### config.mk
export PLATFORM = sky130hd
export DESIGN_NAME = core_status_trace_port
export DESIGN_NICKNAME = d
export VERILOG_FILES = /design/src/core_status_trace_pkg.sv /design/src/pin_sync.sv /design/src/trace_fifo.sv /design/src/core_status_trace_port.sv
export VERILOG_INCLUDE_DIRS = /design/src
export SDC_FILE = /design/constraint.sdc
export NUM_CORES = 1
export LEC_CHECK = 0
export ABC_AREA = 0
export BUFFER_PORTS_ARGS = -buffer_cell sky130_fd_sc_hd__buf_2
export CAP_MARGIN = 15
export CORE_ASPECT_RATIO = 0.9
export CORE_MARGIN = 2
export CORE_UTILIZATION = 40
export CTS_CLUSTER_SIZE = 16
export DETAILED_ROUTE_END_ITERATION = 10
export GPL_ROUTABILITY_DRIVEN = 0
export PLACE_DENSITY = 0.6
export SLEW_MARGIN = 20
export SYNTH_ARGS = -nofsm -noshare
export SYNTH_HDL_FRONTEND = slang
export SYNTH_HIERARCHICAL = 1
export SYNTH_SLANG_ARGS = --single-unit
### constraint.sdc
create_clock -name core_clk_i -period 2.66 [get_ports core_clk_i]
set_input_delay 0.266 -clock core_clk_i [delete_from_list [all_inputs] [get_ports core_clk_i]]
set_output_delay 0.266 -clock core_clk_i [all_outputs]
set_load 0.005 [all_outputs]
### src/core_status_trace_consts.svh
// constants for the core status and trace port
`ifndef CORE_STATUS_TRACE_CONSTS_SVH
`define CORE_STATUS_TRACE_CONSTS_SVH

// ****************************************************************
// status code encodings
// ****************************************************************
`define CODE_CONTINUE     4'h0
`define CODE_BEGIN_INSN   4'h1
`define CODE_RSVD_A       4'h2
`define CODE_USER_ENTRY   4'h3
`define CODE_MARKER       4'h4
`define CODE_BRANCH       4'h5
`define CODE_RSVD_B       4'h6
`define CODE_EXC_RETURN   4'h7
`define CODE_XFER_PREFIX  2'h2
`define CODE_EXCEPTION    4'hC
`define CODE_EMU_ENTRY    4'hD
`define CODE_STOPPED      4'hE
`define CODE_HALTED       4'hF

// ****************************************************************
// sizes, counts and reset values
// ****************************************************************
`define HOLD_MIN_TICKS    4'h2
`define TRACE_DATA_W      32
`define TRACE_FIFO_DEPTH  16
`define PIN_SYNC_RESET    7'h38

`endif

### src/core_status_trace_pkg.sv
// types shared by the core status and trace port
package core_status_trace_pkg;

    // ****************************************************************
    // core event kinds and sequencer states
    // ****************************************************************
    typedef enum logic [2:0] {
        EV_CONTINUE,
        EV_BEGIN_INSN,
        EV_USER_ENTRY,
        EV_MARKER,
        EV_BRANCH,
        EV_EXC_RETURN
    } ev_kind_t;

    typedef enum logic {
        SEQ_RUN,
        SEQ_HOLD
    } seq_state_t;

endpackage : core_status_trace_pkg

### src/pin_sync.sv
// two flip-flop synchroniser for pins from outside the clock domain
`timescale 1ns/1ps

module pin_sync #(
    parameter int               WIDTH     = 1,
    parameter logic [WIDTH-1:0] RESET_VAL = '0
) (
    // clock and reset
    input  wire logic             clk_i,
    input  wire logic             rst_i,
    // pins and their synchronised copy
    input  wire logic [WIDTH-1:0] async_i,
    output logic      [WIDTH-1:0] sync_o
);

    logic [WIDTH-1:0] meta_r;

    // meta_r feeds only the second stage
    always_ff @(posedge clk_i) begin
        if (rst_i) begin
            meta_r <= RESET_VAL;
            sync_o <= RESET_VAL;
        end else begin
            meta_r <= async_i;
            sync_o <= meta_r;
        end
    end

endmodule : pin_sync

### src/trace_fifo.sv
// trace word fifo with valid and ready on both sides
`timescale 1ns/1ps

module trace_fifo #(
    parameter int WIDTH = 34,
    parameter int DEPTH = 16
) (
    // clock and reset
    input  wire logic             clk_i,
    input  wire logic             rst_i,
    // fill side
    input  wire logic             in_valid_i,
    input  wire logic [WIDTH-1:0] in_data_i,
    output logic                  in_ready_o,
    // drain side
    output logic                  out_valid_o,
    output logic      [WIDTH-1:0] out_data_o,
    input  wire logic             out_ready_i
);

    localparam int AW = $clog2(DEPTH);

    logic [WIDTH-1:0] mem_r [DEPTH];
    logic [AW-1:0]    wr_ptr_r;
    logic [AW-1:0]    rd_ptr_r;
    logic [AW:0]      count_r;
    logic [AW:0]      count_nxt;
    logic             push;
    logic             pop;

    assign push = in_valid_i & in_ready_o;
    assign pop  = out_valid_o & out_ready_i;
    assign out_data_o = mem_r[rd_ptr_r];

    always_comb begin
        count_nxt = count_r;
        if (push && !pop) begin
            count_nxt = count_r + 1'b1;
        end else if (pop && !push) begin
            count_nxt = count_r - 1'b1;
        end
    end

    always_ff @(posedge clk_i) begin
        if (push) begin
            mem_r[wr_ptr_r] <= in_data_i;
        end
    end

    // flags are registered from the next count so both stay honest
    always_ff @(posedge clk_i) begin
        if (rst_i) begin
            wr_ptr_r    <= '0;
            rd_ptr_r    <= '0;
            count_r     <= '0;
            in_ready_o  <= 1'b0;
            out_valid_o <= 1'b0;
        end else begin
            wr_ptr_r    <= push ? wr_ptr_r + 1'b1 : wr_ptr_r;
            rd_ptr_r    <= pop ? rd_ptr_r + 1'b1 : rd_ptr_r;
            count_r     <= count_nxt;
            in_ready_o  <= (count_nxt != DEPTH[AW:0]);
            out_valid_o <= (count_nxt != '0);
        end
    end

endmodule : trace_fifo

### src/core_status_trace_port.sv
// core status code, trace nibble and debug pin block
//
// Summary of operation
// - active output-float input floats every output driver
// - float acts combinationally, with no clock edge involved
// - scan operation overrides the float request
// - status clock out follows the core-rate clock and times the outputs
// - four-bit trace bus shows captured data and breakpoint status
// - status code changes only with the status clock, shows core state
// - codes 0,1,3,4,5,7 report execution events
// - codes 8 to B start a one to four byte trace transfer
// - codes C,D,E,F report exception, emulator entry, stopped, halted
// - codes C to F stand for several status-clock cycles
// - scan and background debug signals share the same pins
// - reset input starts reset exception handling and floats data bus
`timescale 1ns/1ps
`include "core_status_trace_consts.svh"

module core_status_trace_port #(
    parameter int         TRACE_W    = `TRACE_DATA_W,
    parameter int         FIFO_DEPTH = `TRACE_FIFO_DEPTH,
    parameter logic [3:0] HOLD_MIN   = `HOLD_MIN_TICKS
) (
    // clock and reset
    input  wire logic                              core_clk_i,
    input  wire logic                              rst_i,
    // core-rate clock from the pll
    input  wire logic                              pll_clk_i,
    // device pins
    input  wire logic                              output_float_n_i,
    input  wire logic                              debug_protocol_select_i,
    input  wire logic                              reset_in_n_i,
    input  wire logic                              wake_up_n_i,
    input  wire logic [2:0]                        shared_dbg_i,
    // core events
    input  wire logic                              ev_valid_i,
    input  wire core_status_trace_pkg::ev_kind_t   ev_kind_i,
    output logic                                   ev_ready_o,
    // core levels
    input  wire logic                              core_exception_i,
    input  wire logic                              core_emu_entry_i,
    input  wire logic                              core_stopped_i,
    input  wire logic                              core_halted_i,
    input  wire logic [3:0]                        brk_status_i,
    // trace words
    input  wire logic                              trace_valid_i,
    input  wire logic [TRACE_W-1:0]                trace_data_i,
    input  wire logic [1:0]                        trace_len_i,
    output logic                                   trace_ready_o,
    // serial debug return and data bus request
    input  wire logic                              bgd_dso_i,
    input  wire logic                              scan_tdo_i,
    input  wire logic                              data_bus_drive_i,
    // status pins
    output logic                                   status_clock_out_o,
    output logic                                   status_clock_out_oe_o,
    output logic [3:0]                             core_status_code_o,
    output logic                                   core_status_code_oe_o,
    output logic [3:0]                             trace_nibble_o,
    output logic                                   trace_nibble_oe_o,
    output logic                                   shared_dso_o,
    output logic                                   shared_dso_oe_o,
    output logic                                   data_bus_oe_o,
    // decoded debug pins and system requests
    output logic                                   scan_active_o,
    output logic [2:0]                             bgd_sig_o,
    output logic [2:0]                             scan_sig_o,
    output logic                                   core_reset_req_o,
    output logic                                   wake_req_o
);

    // ****************************************************************
    // pin synchronisers and status clock edge
    // ****************************************************************
    logic [6:0] pins_s;
    logic       pll_s;
    logic       rst_n_s;
    logic       wake_n_s;
    logic       bgd_sel_s;
    logic [2:0] shared_s;
    logic       pll_d_r;
    logic       tick;

    pin_sync #(
        .WIDTH     (7),
        .RESET_VAL (`PIN_SYNC_RESET)
    ) u_pin_sync (
        .clk_i   (core_clk_i),
        .rst_i   (rst_i),
        .async_i ({pll_clk_i, reset_in_n_i, wake_up_n_i,
                   debug_protocol_select_i, shared_dbg_i}),
        .sync_o  (pins_s)
    );

    assign pll_s     = pins_s[6];
    assign rst_n_s   = pins_s[5];
    assign wake_n_s  = pins_s[4];
    assign bgd_sel_s = pins_s[3];
    assign shared_s  = pins_s[2:0];

    always_ff @(posedge core_clk_i) begin
        if (rst_i) begin
            pll_d_r <= 1'b0;
        end else begin
            pll_d_r <= pll_s;
        end
    end

    assign tick = pll_s & ~pll_d_r;

    // ****************************************************************
    // trace fifo
    // ****************************************************************
    localparam int FW = TRACE_W + 2;

    logic          fifo_valid;
    logic [FW-1:0] fifo_data;
    logic          start_xfer;

    trace_fifo #(
        .WIDTH (FW),
        .DEPTH (FIFO_DEPTH)
    ) u_trace_fifo (
        .clk_i       (core_clk_i),
        .rst_i       (rst_i),
        .in_valid_i  (trace_valid_i),
        .in_data_i   ({trace_len_i, trace_data_i}),
        .in_ready_o  (trace_ready_o),
        .out_valid_o (fifo_valid),
        .out_data_o  (fifo_data),
        .out_ready_i (start_xfer)
    );

    // ****************************************************************
    // held states: exception, emulator entry, stopped, halted
    // ****************************************************************
    core_status_trace_pkg::seq_state_t state_r;
    core_status_trace_pkg::seq_state_t state_nxt;
    logic                              hold_req;
    logic [3:0]                        hold_code;
    logic [3:0]                        hold_cnt_r;

    // reset input wins, then halted, stopped, emulator, exception
    always_comb begin
        hold_req  = 1'b1;
        hold_code = `CODE_EXCEPTION;
        if (!rst_n_s) begin
            hold_code = `CODE_EXCEPTION;
        end else if (core_halted_i) begin
            hold_code = `CODE_HALTED;
        end else if (core_stopped_i) begin
            hold_code = `CODE_STOPPED;
        end else if (core_emu_entry_i) begin
            hold_code = `CODE_EMU_ENTRY;
        end else if (core_exception_i) begin
            hold_code = `CODE_EXCEPTION;
        end else begin
            hold_req = 1'b0;
        end
    end

    // a held code stands at least HOLD_MIN status clocks
    always_comb begin
        state_nxt = state_r;
        case (state_r)
            core_status_trace_pkg::SEQ_RUN: begin
                if (tick && hold_req) begin
                    state_nxt = core_status_trace_pkg::SEQ_HOLD;
                end
            end
            core_status_trace_pkg::SEQ_HOLD: begin
                if (tick && !hold_req && hold_cnt_r >= HOLD_MIN - 4'h1) begin
                    state_nxt = core_status_trace_pkg::SEQ_RUN;
                end
            end
            default: begin
                state_nxt = core_status_trace_pkg::SEQ_RUN;
            end
        endcase
    end

    always_ff @(posedge core_clk_i) begin
        if (rst_i) begin
            state_r <= core_status_trace_pkg::SEQ_RUN;
        end else begin
            state_r <= state_nxt;
        end
    end

    always_ff @(posedge core_clk_i) begin
        if (rst_i) begin
            hold_cnt_r <= 4'h0;
        end else if (tick) begin
            if (state_r != core_status_trace_pkg::SEQ_HOLD) begin
                hold_cnt_r <= 4'h0;
            end else if (hold_cnt_r != 4'hF) begin
                hold_cnt_r <= hold_cnt_r + 4'h1;
            end
        end
    end

    // ****************************************************************
    // pending execution event
    // ****************************************************************
    logic                            ev_pend_r;
    logic                            ev_pend_nxt;
    core_status_trace_pkg::ev_kind_t ev_kind_r;
    logic                            ev_take;
    logic [3:0]                      ev_code;
    logic [3:0]                      nib_left_r;

    assign start_xfer = tick && state_nxt == core_status_trace_pkg::SEQ_RUN
                        && fifo_valid && nib_left_r == 4'h0;
    assign ev_take    = tick && state_nxt == core_status_trace_pkg::SEQ_RUN
                        && !start_xfer && ev_pend_r;

    // a new event in the take cycle is refused by ev_ready_o, not lost
    always_comb begin
        ev_pend_nxt = ev_pend_r;
        if (ev_valid_i && ev_ready_o) begin
            ev_pend_nxt = 1'b1;
        end else if (ev_take) begin
            ev_pend_nxt = 1'b0;
        end
    end

    always_ff @(posedge core_clk_i) begin
        if (rst_i) begin
            ev_pend_r  <= 1'b0;
            ev_ready_o <= 1'b0;
            ev_kind_r  <= core_status_trace_pkg::EV_CONTINUE;
        end else begin
            ev_pend_r  <= ev_pend_nxt;
            ev_ready_o <= ~ev_pend_nxt;
            if (ev_valid_i && ev_ready_o) begin
                ev_kind_r <= ev_kind_i;
            end
        end
    end

    always_comb begin
        case (ev_kind_r)
            core_status_trace_pkg::EV_CONTINUE:   ev_code = `CODE_CONTINUE;
            core_status_trace_pkg::EV_BEGIN_INSN: ev_code = `CODE_BEGIN_INSN;
            core_status_trace_pkg::EV_USER_ENTRY: ev_code = `CODE_USER_ENTRY;
            core_status_trace_pkg::EV_MARKER:     ev_code = `CODE_MARKER;
            core_status_trace_pkg::EV_BRANCH:     ev_code = `CODE_BRANCH;
            core_status_trace_pkg::EV_EXC_RETURN: ev_code = `CODE_EXC_RETURN;
            default:                              ev_code = `CODE_CONTINUE;
        endcase
    end

    // ****************************************************************
    // status code and trace nibble outputs
    // ****************************************************************
    logic [TRACE_W-1:0] shift_r;
    logic [1:0]         xfer_len;

    assign xfer_len = fifo_data[FW-1:FW-2];

    // the status code and trace nibble move only on a status clock edge
    always_ff @(posedge core_clk_i) begin
        if (rst_i) begin
            core_status_code_o <= `CODE_CONTINUE;
        end else if (tick) begin
            if (state_nxt == core_status_trace_pkg::SEQ_HOLD) begin
                if (hold_req) begin
                    core_status_code_o <= hold_code;
                end
            end else if (start_xfer) begin
                core_status_code_o <= {`CODE_XFER_PREFIX, xfer_len};
            end else if (ev_pend_r) begin
                core_status_code_o <= ev_code;
            end else begin
                core_status_code_o <= `CODE_CONTINUE;
            end
        end
    end

    // low nibble first; idle cycles show breakpoint status
    always_ff @(posedge core_clk_i) begin
        if (rst_i) begin
            shift_r        <= '0;
            nib_left_r     <= 4'h0;
            trace_nibble_o <= 4'h0;
        end else if (tick) begin
            if (start_xfer) begin
                shift_r        <= fifo_data[TRACE_W-1:0];
                nib_left_r     <= {1'b0, xfer_len, 1'b0} + 4'h2;
                trace_nibble_o <= brk_status_i;
            end else if (nib_left_r != 4'h0) begin
                shift_r        <= shift_r >> 4;
                nib_left_r     <= nib_left_r - 4'h1;
                trace_nibble_o <= shift_r[3:0];
            end else begin
                trace_nibble_o <= brk_status_i;
            end
        end
    end

    always_ff @(posedge core_clk_i) begin
        if (rst_i) begin
            status_clock_out_o <= 1'b0;
        end else begin
            status_clock_out_o <= pll_s;
        end
    end

    // ****************************************************************
    // shared debug pins, reset and wake
    // ****************************************************************
    logic pins_oe_r;
    logic data_bus_oe_r;
    logic float_now;

    always_ff @(posedge core_clk_i) begin
        if (rst_i) begin
            scan_active_o <= 1'b0;
            bgd_sig_o     <= 3'h0;
            scan_sig_o    <= 3'h0;
            shared_dso_o  <= 1'b0;
        end else begin
            scan_active_o <= ~bgd_sel_s;
            bgd_sig_o     <= bgd_sel_s ? shared_s : 3'h0;
            scan_sig_o    <= bgd_sel_s ? 3'h0 : shared_s;
            shared_dso_o  <= bgd_sel_s ? bgd_dso_i : scan_tdo_i;
        end
    end

    always_ff @(posedge core_clk_i) begin
        if (rst_i) begin
            pins_oe_r        <= 1'b0;
            data_bus_oe_r    <= 1'b0;
            core_reset_req_o <= 1'b0;
            wake_req_o       <= 1'b0;
        end else begin
            pins_oe_r        <= 1'b1;
            data_bus_oe_r    <= data_bus_drive_i & rst_n_s;
            core_reset_req_o <= ~rst_n_s;
            wake_req_o       <= ~wake_n_s;
        end
    end

    // float gates the enables with no flop, so it works without a clock;
    // only the static protocol select is synchronised
    assign float_now = ~output_float_n_i & bgd_sel_s;

    assign status_clock_out_oe_o = pins_oe_r & ~float_now;
    assign core_status_code_oe_o = pins_oe_r & ~float_now;
    assign trace_nibble_oe_o     = pins_oe_r & ~float_now;
    assign shared_dso_oe_o       = pins_oe_r & ~float_now;
    assign data_bus_oe_o         = data_bus_oe_r & ~float_now;
endmodule : core_status_trace_port

# Word-level counts from Yosys, hierarchy flattened
# Memory sizes are Yosys's and may differ from the RTL's. A register that Yosys moved wholly into a read port is not among the register bits.
# Index checks and enable logic that the tools add are counted.
[word_totals]
mem_bits_rw = 544
word_cells = 118
register_bits = 96
input_bits = 60
out_inout_bits = 26
memories = 1
[mem_list]
columns = ["name", "depth", "word_bits", "read_ports", "rd_clocked_by_memory_dff", "wr", "line_no", "rtl"]
rows = [
  ["u_trace_fifo.mem_r", 16, 34, 1, 1, 1, "trace_fifo.sv:23", "logic [WIDTH-1:0] mem_r [DEPTH];"],
]
[op_classes]
eq_ne = 9
n_reduce_logical = 24
bitwise = 16
order_cmp = 1
n_addsub = 7
muxes = 35
[ops]
columns = ["operator", "n"]
rows = [
  ["$mux 32", 2],
  ["$mux 4", 12],
  ["$pmux 3 s5", 1],
  ["$mux 1", 14],
  ["$add 4x1->4 const B", 3],
  ["$logic_and 1x1->1", 11],
  ["$mux 5", 2],
  ["$not 1->1", 9],
  ["$and 1x1->1", 7],
  ["$eq 3x2->1 const B", 2],
  ["$eq 3x3->1 const B", 2],
  ["$mux 2", 3],
  ["$reduce_and 2->1", 3],
  ["$add 5x1->5 const B", 1],
  ["$ne 5x5->1 const B", 1],
  ["$reduce_bool 5->1", 1],
  ["$sub 5x1->5 const B", 1],
  ["$add 3x2->4 const B", 1],
  ["$ge 4x1->1 const B", 1],
  ["$logic_not 1->1", 4],
  ["$logic_not 4->1", 1],
  ["$ne 2x1->1 const B", 2],
  ["$ne 4x4->1 const B", 1],
  ["$reduce_bool 4->1", 1],
  ["other kinds (5)", 6],
]

# Logic depth before layout (Yosys ltp)
[logic_depth]
depth_word = 20
mapped_depth = 14

# Cells and area by module
# The synthesis kept the hierarchy.
[modules_own_cells]
columns = ["mod", "n_inst", "area_per_inst_um2", "cells_each"]
rows = [
  ["trace_fifo", 1, 21364.2, 862],
  ["core_status_trace_port", 1, 2914.0, 293],
  ["pin_sync", 1, 384.1, 29],
]

# Worst setup path before layout
# No wires, ideal clock.
[synth_path]
path_kind = "register -> register"
start = "register nib_left_r[0]"
end = "register u_trace_fifo.out_valid_o"
t_required_ns = 2.529
n_path_buf = 4
path_stages_with_launch = 15
synth_period_minus_slack_ns = 2.599
arrival_ns = 2.467
path_slack_ns = 0.061
path_cell_list = "dfxtp_1 -> inv_1 -> ha_1 -> or3b_1 -> buf_4 -> nor2_4 -> and2_1 -> buf_6 -> buf_6 -> and2_1 -> clkbuf_1 -> nor3_1 -> a31oi_1 -> xor2_1 -> a31oi_1"
[synth_via]
elab_chain_cells = 7
[synth_rtl]
columns = ["element", "line_no", "rtl"]
rows = [
  ["start, declared", "core_status_trace_port.sv:210", "logic [3:0] nib_left_r;"],
  ["start signal, assigned", "core_status_trace_port.sv:289", "nib_left_r <= {1'b0, xfer_len, 1'b0} + 4'h2;"],
  ["start signal, assigned", "core_status_trace_port.sv:293", "nib_left_r <= nib_left_r - 4'h1;"],
  ["$logic_not 4->1 *", "core_status_trace_port.sv:213", "&& fifo_valid && nib_left_r == 4'h0;"],
  ["$logic_and 1x1->1 *", "core_status_trace_port.sv:213", ""],
  ["net start_xfer", "core_status_trace_port.sv:118", "logic start_xfer;"],
  ["$and 1x1->1 *", "trace_fifo.sv:32", "assign pop = out_valid_o & out_ready_i;"],
  ["$logic_and 1x1->1 / $logic_not 1->1 (equally long branches)", "trace_fifo.sv:39, trace_fifo.sv:37", ""],
  ["$mux 5 / $logic_and 1x1->1 (equally long branches)", "trace_fifo.sv:39, trace_fifo.sv:37", ""],
  ["$mux 5 *", "trace_fifo.sv:37", "if (push && !pop) begin"],
  ["$reduce_bool 5->1 *", "trace_fifo.sv:63", "out_valid_o <= (count_nxt != '0);"],
  ["end signal, assigned", "trace_fifo.sv:63", ""],
  ["end, declared", "trace_fifo.sv:16", "output logic out_valid_o,"],
]
# Mark *: on every way through the listed nets, which the timed path passes. The rest lies on a longest branch.
# A chain may end at the register's enable or synchronous reset.

# Worst setup path after layout
[layout_path]
start = "register hold_cnt_r[1]"
end = "register u_trace_fifo.out_valid_o"
[layout_via]
elab_chain_cells = 13
[layout_rtl]
columns = ["element", "line_no", "rtl"]
rows = [
  ["start, declared", "core_status_trace_port.sv:141", "logic [3:0] hold_cnt_r;"],
  ["start signal, assigned", "core_status_trace_port.sv:197", "hold_cnt_r <= hold_cnt_r + 4'h1;"],
  ["$ge 4x1->1 *", "core_status_trace_port.sv:172", "if (tick && !hold_req && hold_cnt_r >= HOLD_MIN - 4'h1) begin"],
  ["$logic_and 1x1->1 *", "core_status_trace_port.sv:172", ""],
  ["$mux 1 *", "core_status_trace_port.sv:172", ""],
  ["$pmux 1 s2 *", "core_status_trace_port.sv:165", "case (state_r)"],
  ["$not 1->1 *", "core_status_trace_port.sv:212", "assign start_xfer = tick && state_nxt == core_status_trace_pkg::SEQ_RUN"],
  ["$logic_and 1x1->1 *", "core_status_trace_port.sv:212", ""],
  ["$logic_and 1x1->1 * (2 in series)", "core_status_trace_port.sv:213", ""],
  ["$and 1x1->1 *", "trace_fifo.sv:32", ""],
  ["$logic_and 1x1->1 / $logic_not 1->1 (equally long branches)", "trace_fifo.sv:39, trace_fifo.sv:37", ""],
  ["$mux 5 / $logic_and 1x1->1 (equally long branches)", "trace_fifo.sv:39, trace_fifo.sv:37", ""],
  ["$mux 5 *", "trace_fifo.sv:37", ""],
  ["$reduce_bool 5->1 *", "trace_fifo.sv:63", ""],
]
# Mark *: on every way between the ends. The rest lies on a longest branch, timed or not.

==> metrics.csv <==
stage;metric;value;unit
synth;Mapped Nets;1256;
sta;Fmax;0.405;GHz
worst_setup_path;Crit Path Class;flop to flop;
layout;P&R area growth vs syn;17.9;%
worst_setup_path;Worst setup EP type;flop;
global_route;Total GRT Usage;17.8;%
placed_design;DP Wirelength;32.1;mm
synth;commonest cells in the netlist;544 x edfxtp_1, 170 x mux4_2, 100 x dfxtp_1;
synth;post-synthesis xor/xnor area fraction;0.355;%
worst_setup_path;crit path cell chain;inv_1, ha_1, nor4b_4, a211oi_4, and2_2, nand2_1, nand3_2, or3_1, a31oi_2, a31oi_1;
floorplan;core box area;61100;um2
placed_design;Place WS;0.148;ns
route;DR vias/cell;5.49;
global_route;maximum number of pins on one net before global-route repair;56;
worst_setup_path;reg2reg setup slack;0.19;ns
sta;setup violators final;0;
synth;EDFF count, synth;544;
cts;worst-case clock buffer depth;3;
sta;crit path setup slack, layout;0.188;ns
sta;crit path time final;2.47;ns
route;overall routed net length;55.5;mm
floorplan;Rows;86;
cts;clk slew on worst S/H paths;0.06;ns
synth;syn avg cell area;20.8;um2
floorplan;Die Y;240;um
synth;ys async rst share;0;%
floorplan;io pins;86;
job;max cap viols;0;
worst_setup_path;Register-to-Register Path Depth;10;
floorplan;die area;63700;um2
worst_setup_path;Slowest-stage cell, CP;dfxtp_1;
route;DRC viols;0;
synth;simple-gate share of the synthesized area;3.29;%
synth;top-count cell post-synth;edfxtp_1;
route;via count;12170;
global_route;initial antenna violation count;5;
route;per-cell routed wire length;25.0;um
worst_setup_path;WP data arrival;2.92;ns
worst_setup_path;max incr delay on CP;0.37;ns
floorplan;initial core utilization;40.4;%
global_route;total gr overflow;0;
synth;compound-gate portion of the synthesized area;3.58;%
min_path;hold depth;2;
synth;Synth Area in Adders;0.609;%
synth;Most used DFF post-synth;edfxtp_1;
worst_setup_path;critical path peak fanout;7;
synth;Netlist cell types;53;
layout;fill count;5019;
synth;Area contributors post-synth;edfxtp_1 66%, mux4_2 16%, dfxtp_1 8.1%, o22ai_1 0.74%, o2bb2ai_1 0.67%;
sta;Final Cycle Share;92.9;%
global_route;first-pass GRT wire length;82.5;mm
sta;Max-slew headroom;53.3;%
layout;area occupied by multi-input gates;5860;um2
synth;Post-Synthesis Cell Area;24700;um2
worst_setup_path;Crit path required time;3.11;ns
worst_setup_path;FF-to-FF Start;hold_cnt_r[1];
layout;final-stage net count;1441;
sta;worst slew pin tran;0.699;ns
route;Iteration-0 DRC Markers;1218;
cts;number of H-tree levels;3;
synth;mux contribution to synthesized area;15.7;%
worst_setup_path;worst r2r dst;u_trace_fifo/out_valid_o;
min_path;Hold Startpoint;rst_i;
sta;Worst Skew;0.0361;ns
sta;RSZ-0062 raised after global routing;false;
cts;Clock Latency Late Sink;0.61;ns
floorplan;DIE WIDTH;266;um
sta;fin. max-slew vios;0;
power;PwrDens;719;nW/um2
synth;Gate Count Post-Synth;1184;
synth;post-synthesis sequential element count;644;
cts;TritonCTS buffer count;67;
global_route;vias in the first global route;12596;
power;Leakage Power;9.26;nW
outcome;outcome;finished clean;
worst_setup_path;startpoint class of the critical path;flop;
route;Post-DRT Antenna Nets;0;
layout;Reg area;18400;um2
power;VDD IR max;0.463;mV
synth;post-synth top area cell;edfxtp_1;
sta;post-route setup TNS;0;ns
synth;Synth warnings;6;
min_path;Worst Hold Class;input pin to flop;
cts;clk root buf;clkbuf_16;
min_path;Hold Path End;pins_oe_r;
layout;layout cell share with drive strength beyond 1;32.9;%
synth;largest family of logic cells by synthesized area;multiplexers;
route;DR pass1 iterations;7;
sta;endpoints failing hold;0;
synth;post-synthesis sequential area ratio;74.4;%
placed_design;# port buffers;85;
synth;area share of the largest cell type after synthesis;66.2;%
cts;TritonCTS Sinks;644;
cts;TritonCTS clock tree;yes;
-- critical path: cells and delay by family (launching register included) --
family                   cells  cell delay (ns)
adder cells (fa/ha/maj)      1             0.22
AND/OR/NAND/NOR              5             1.22
flip-flops                   1             0.37
AO/OA/AOI/OAI                3             0.43
buffers and inverters        1             0.08
-- sequential cells by signal (all words and copies together), names as in the netlist, 5 cells and up, named ones only --
| name | cells |
|---|---|
| u_trace_fifo/mem_r | 544 |
| shift_r | 32 |
| u_pin_sync/meta_r | 7 |
| u_pin_sync/sync_o | 7 |
| u_trace_fifo/count_r | 5 |
-- where the power goes --
group	switching [mW]	leakage [nW]	internal, mW
Sequential	0.0422	5.72	11.0
Combinational	0.285	2.44	0.188
Clock	3.83	1.10	5.56
Total	4.16	9.26	16.8
-- per-layer routing --
metal	vias to the layer above	GRT usage [%]	share of wire [%]
met1	6404	24.3	43
li1	5277	-	-
met2	397	29.2	48
met5	-	0	0.047
met3	86	3.91	6.5
met4	6	4.60	2.1
-- per-stage QoR --
| step | hold WS, ns | power [mW] | cells | area (um2) | utilization [%] |
|---|---|---|---|---|---|
| after floorplan | 0.335 | 11.5 | 1184 | 24700 | - |
| after detailed placement | 0.385 | 11.7 | 2063 | 26500 | 43.4 |
| final | 0.0101 | 20.9 | 2218 | 29100 | 47.6 |
| after global placement | 0.373 | 11.7 | 2063 | 26500 | 43.4 |
| after global routing | 0.0235 | 21.6 | 2217 | 29100 | 47.6 |
| after CTS | 0.000123 | 21.2 | 2215 | 29000 | 47.5 |
-- timing repair --
action                                 in CTS  in global routing
gates resized for setup                     0                  4
hold buffers                               28                  0
setup endpoints to repair                   0                  3
endpoints found under the hold margin      72                  0
setup buffers                               0                  1
-- worst max-delay path by stage --
stage	startpoint	end	cells past startpoint
2_1_floorplan	nib_left_r[0]	u_trace_fifo/out_valid_o	14
3_3_place_gp	hold_cnt_r[1]	u_trace_fifo/out_valid_o	10
3_5_place_dp	hold_cnt_r[1]	u_trace_fifo/out_valid_o	10
4_1_cts	hold_cnt_r[0]	u_trace_fifo/out_valid_o	10
5_1_grt	hold_cnt_r[1]	u_trace_fifo/out_valid_o	10
6_report	hold_cnt_r[1]	u_trace_fifo/out_valid_o	10
-- logic make-up (layout without fill, tap and decap cells) --
group           after synthesis  after routing
buf+inv                      78            318
compound gates              114            114
fa+ha+maj                    12             12
flops                       644            644
mux                         175            175
simple gates                151            151
other cells                   0              2
xor+xnor                     10             10
-- final cells by class --
cell class	instances	area share [%]
clock inverter	28	0.964
antenna	2	0.0172
clock buffer	96	6.74
sequential	644	63.1
inverter	13	0.168
multi-input combinational	462	20.1
tap	792	3.41
timing repair buffer	181	5.43
-- cells in the final DEF, fill, tap and decap left out, types with 27 or more instances in the layout --
| cell type | n |
|---|---|
| buf_12 | 29 |
| buf_4 | 39 |
| dlygate4sd3_1 | 28 |
| o22ai_1 | 29 |
| edfxtp_1 | 544 |
| buf_2 | 85 |
| nand2_1 | 32 |
| dfxtp_1 | 96 |
| clkbuf_16 | 71 |
| mux4_2 | 170 |
| nor2_1 | 27 |
(Power assumes the default switching activity.)
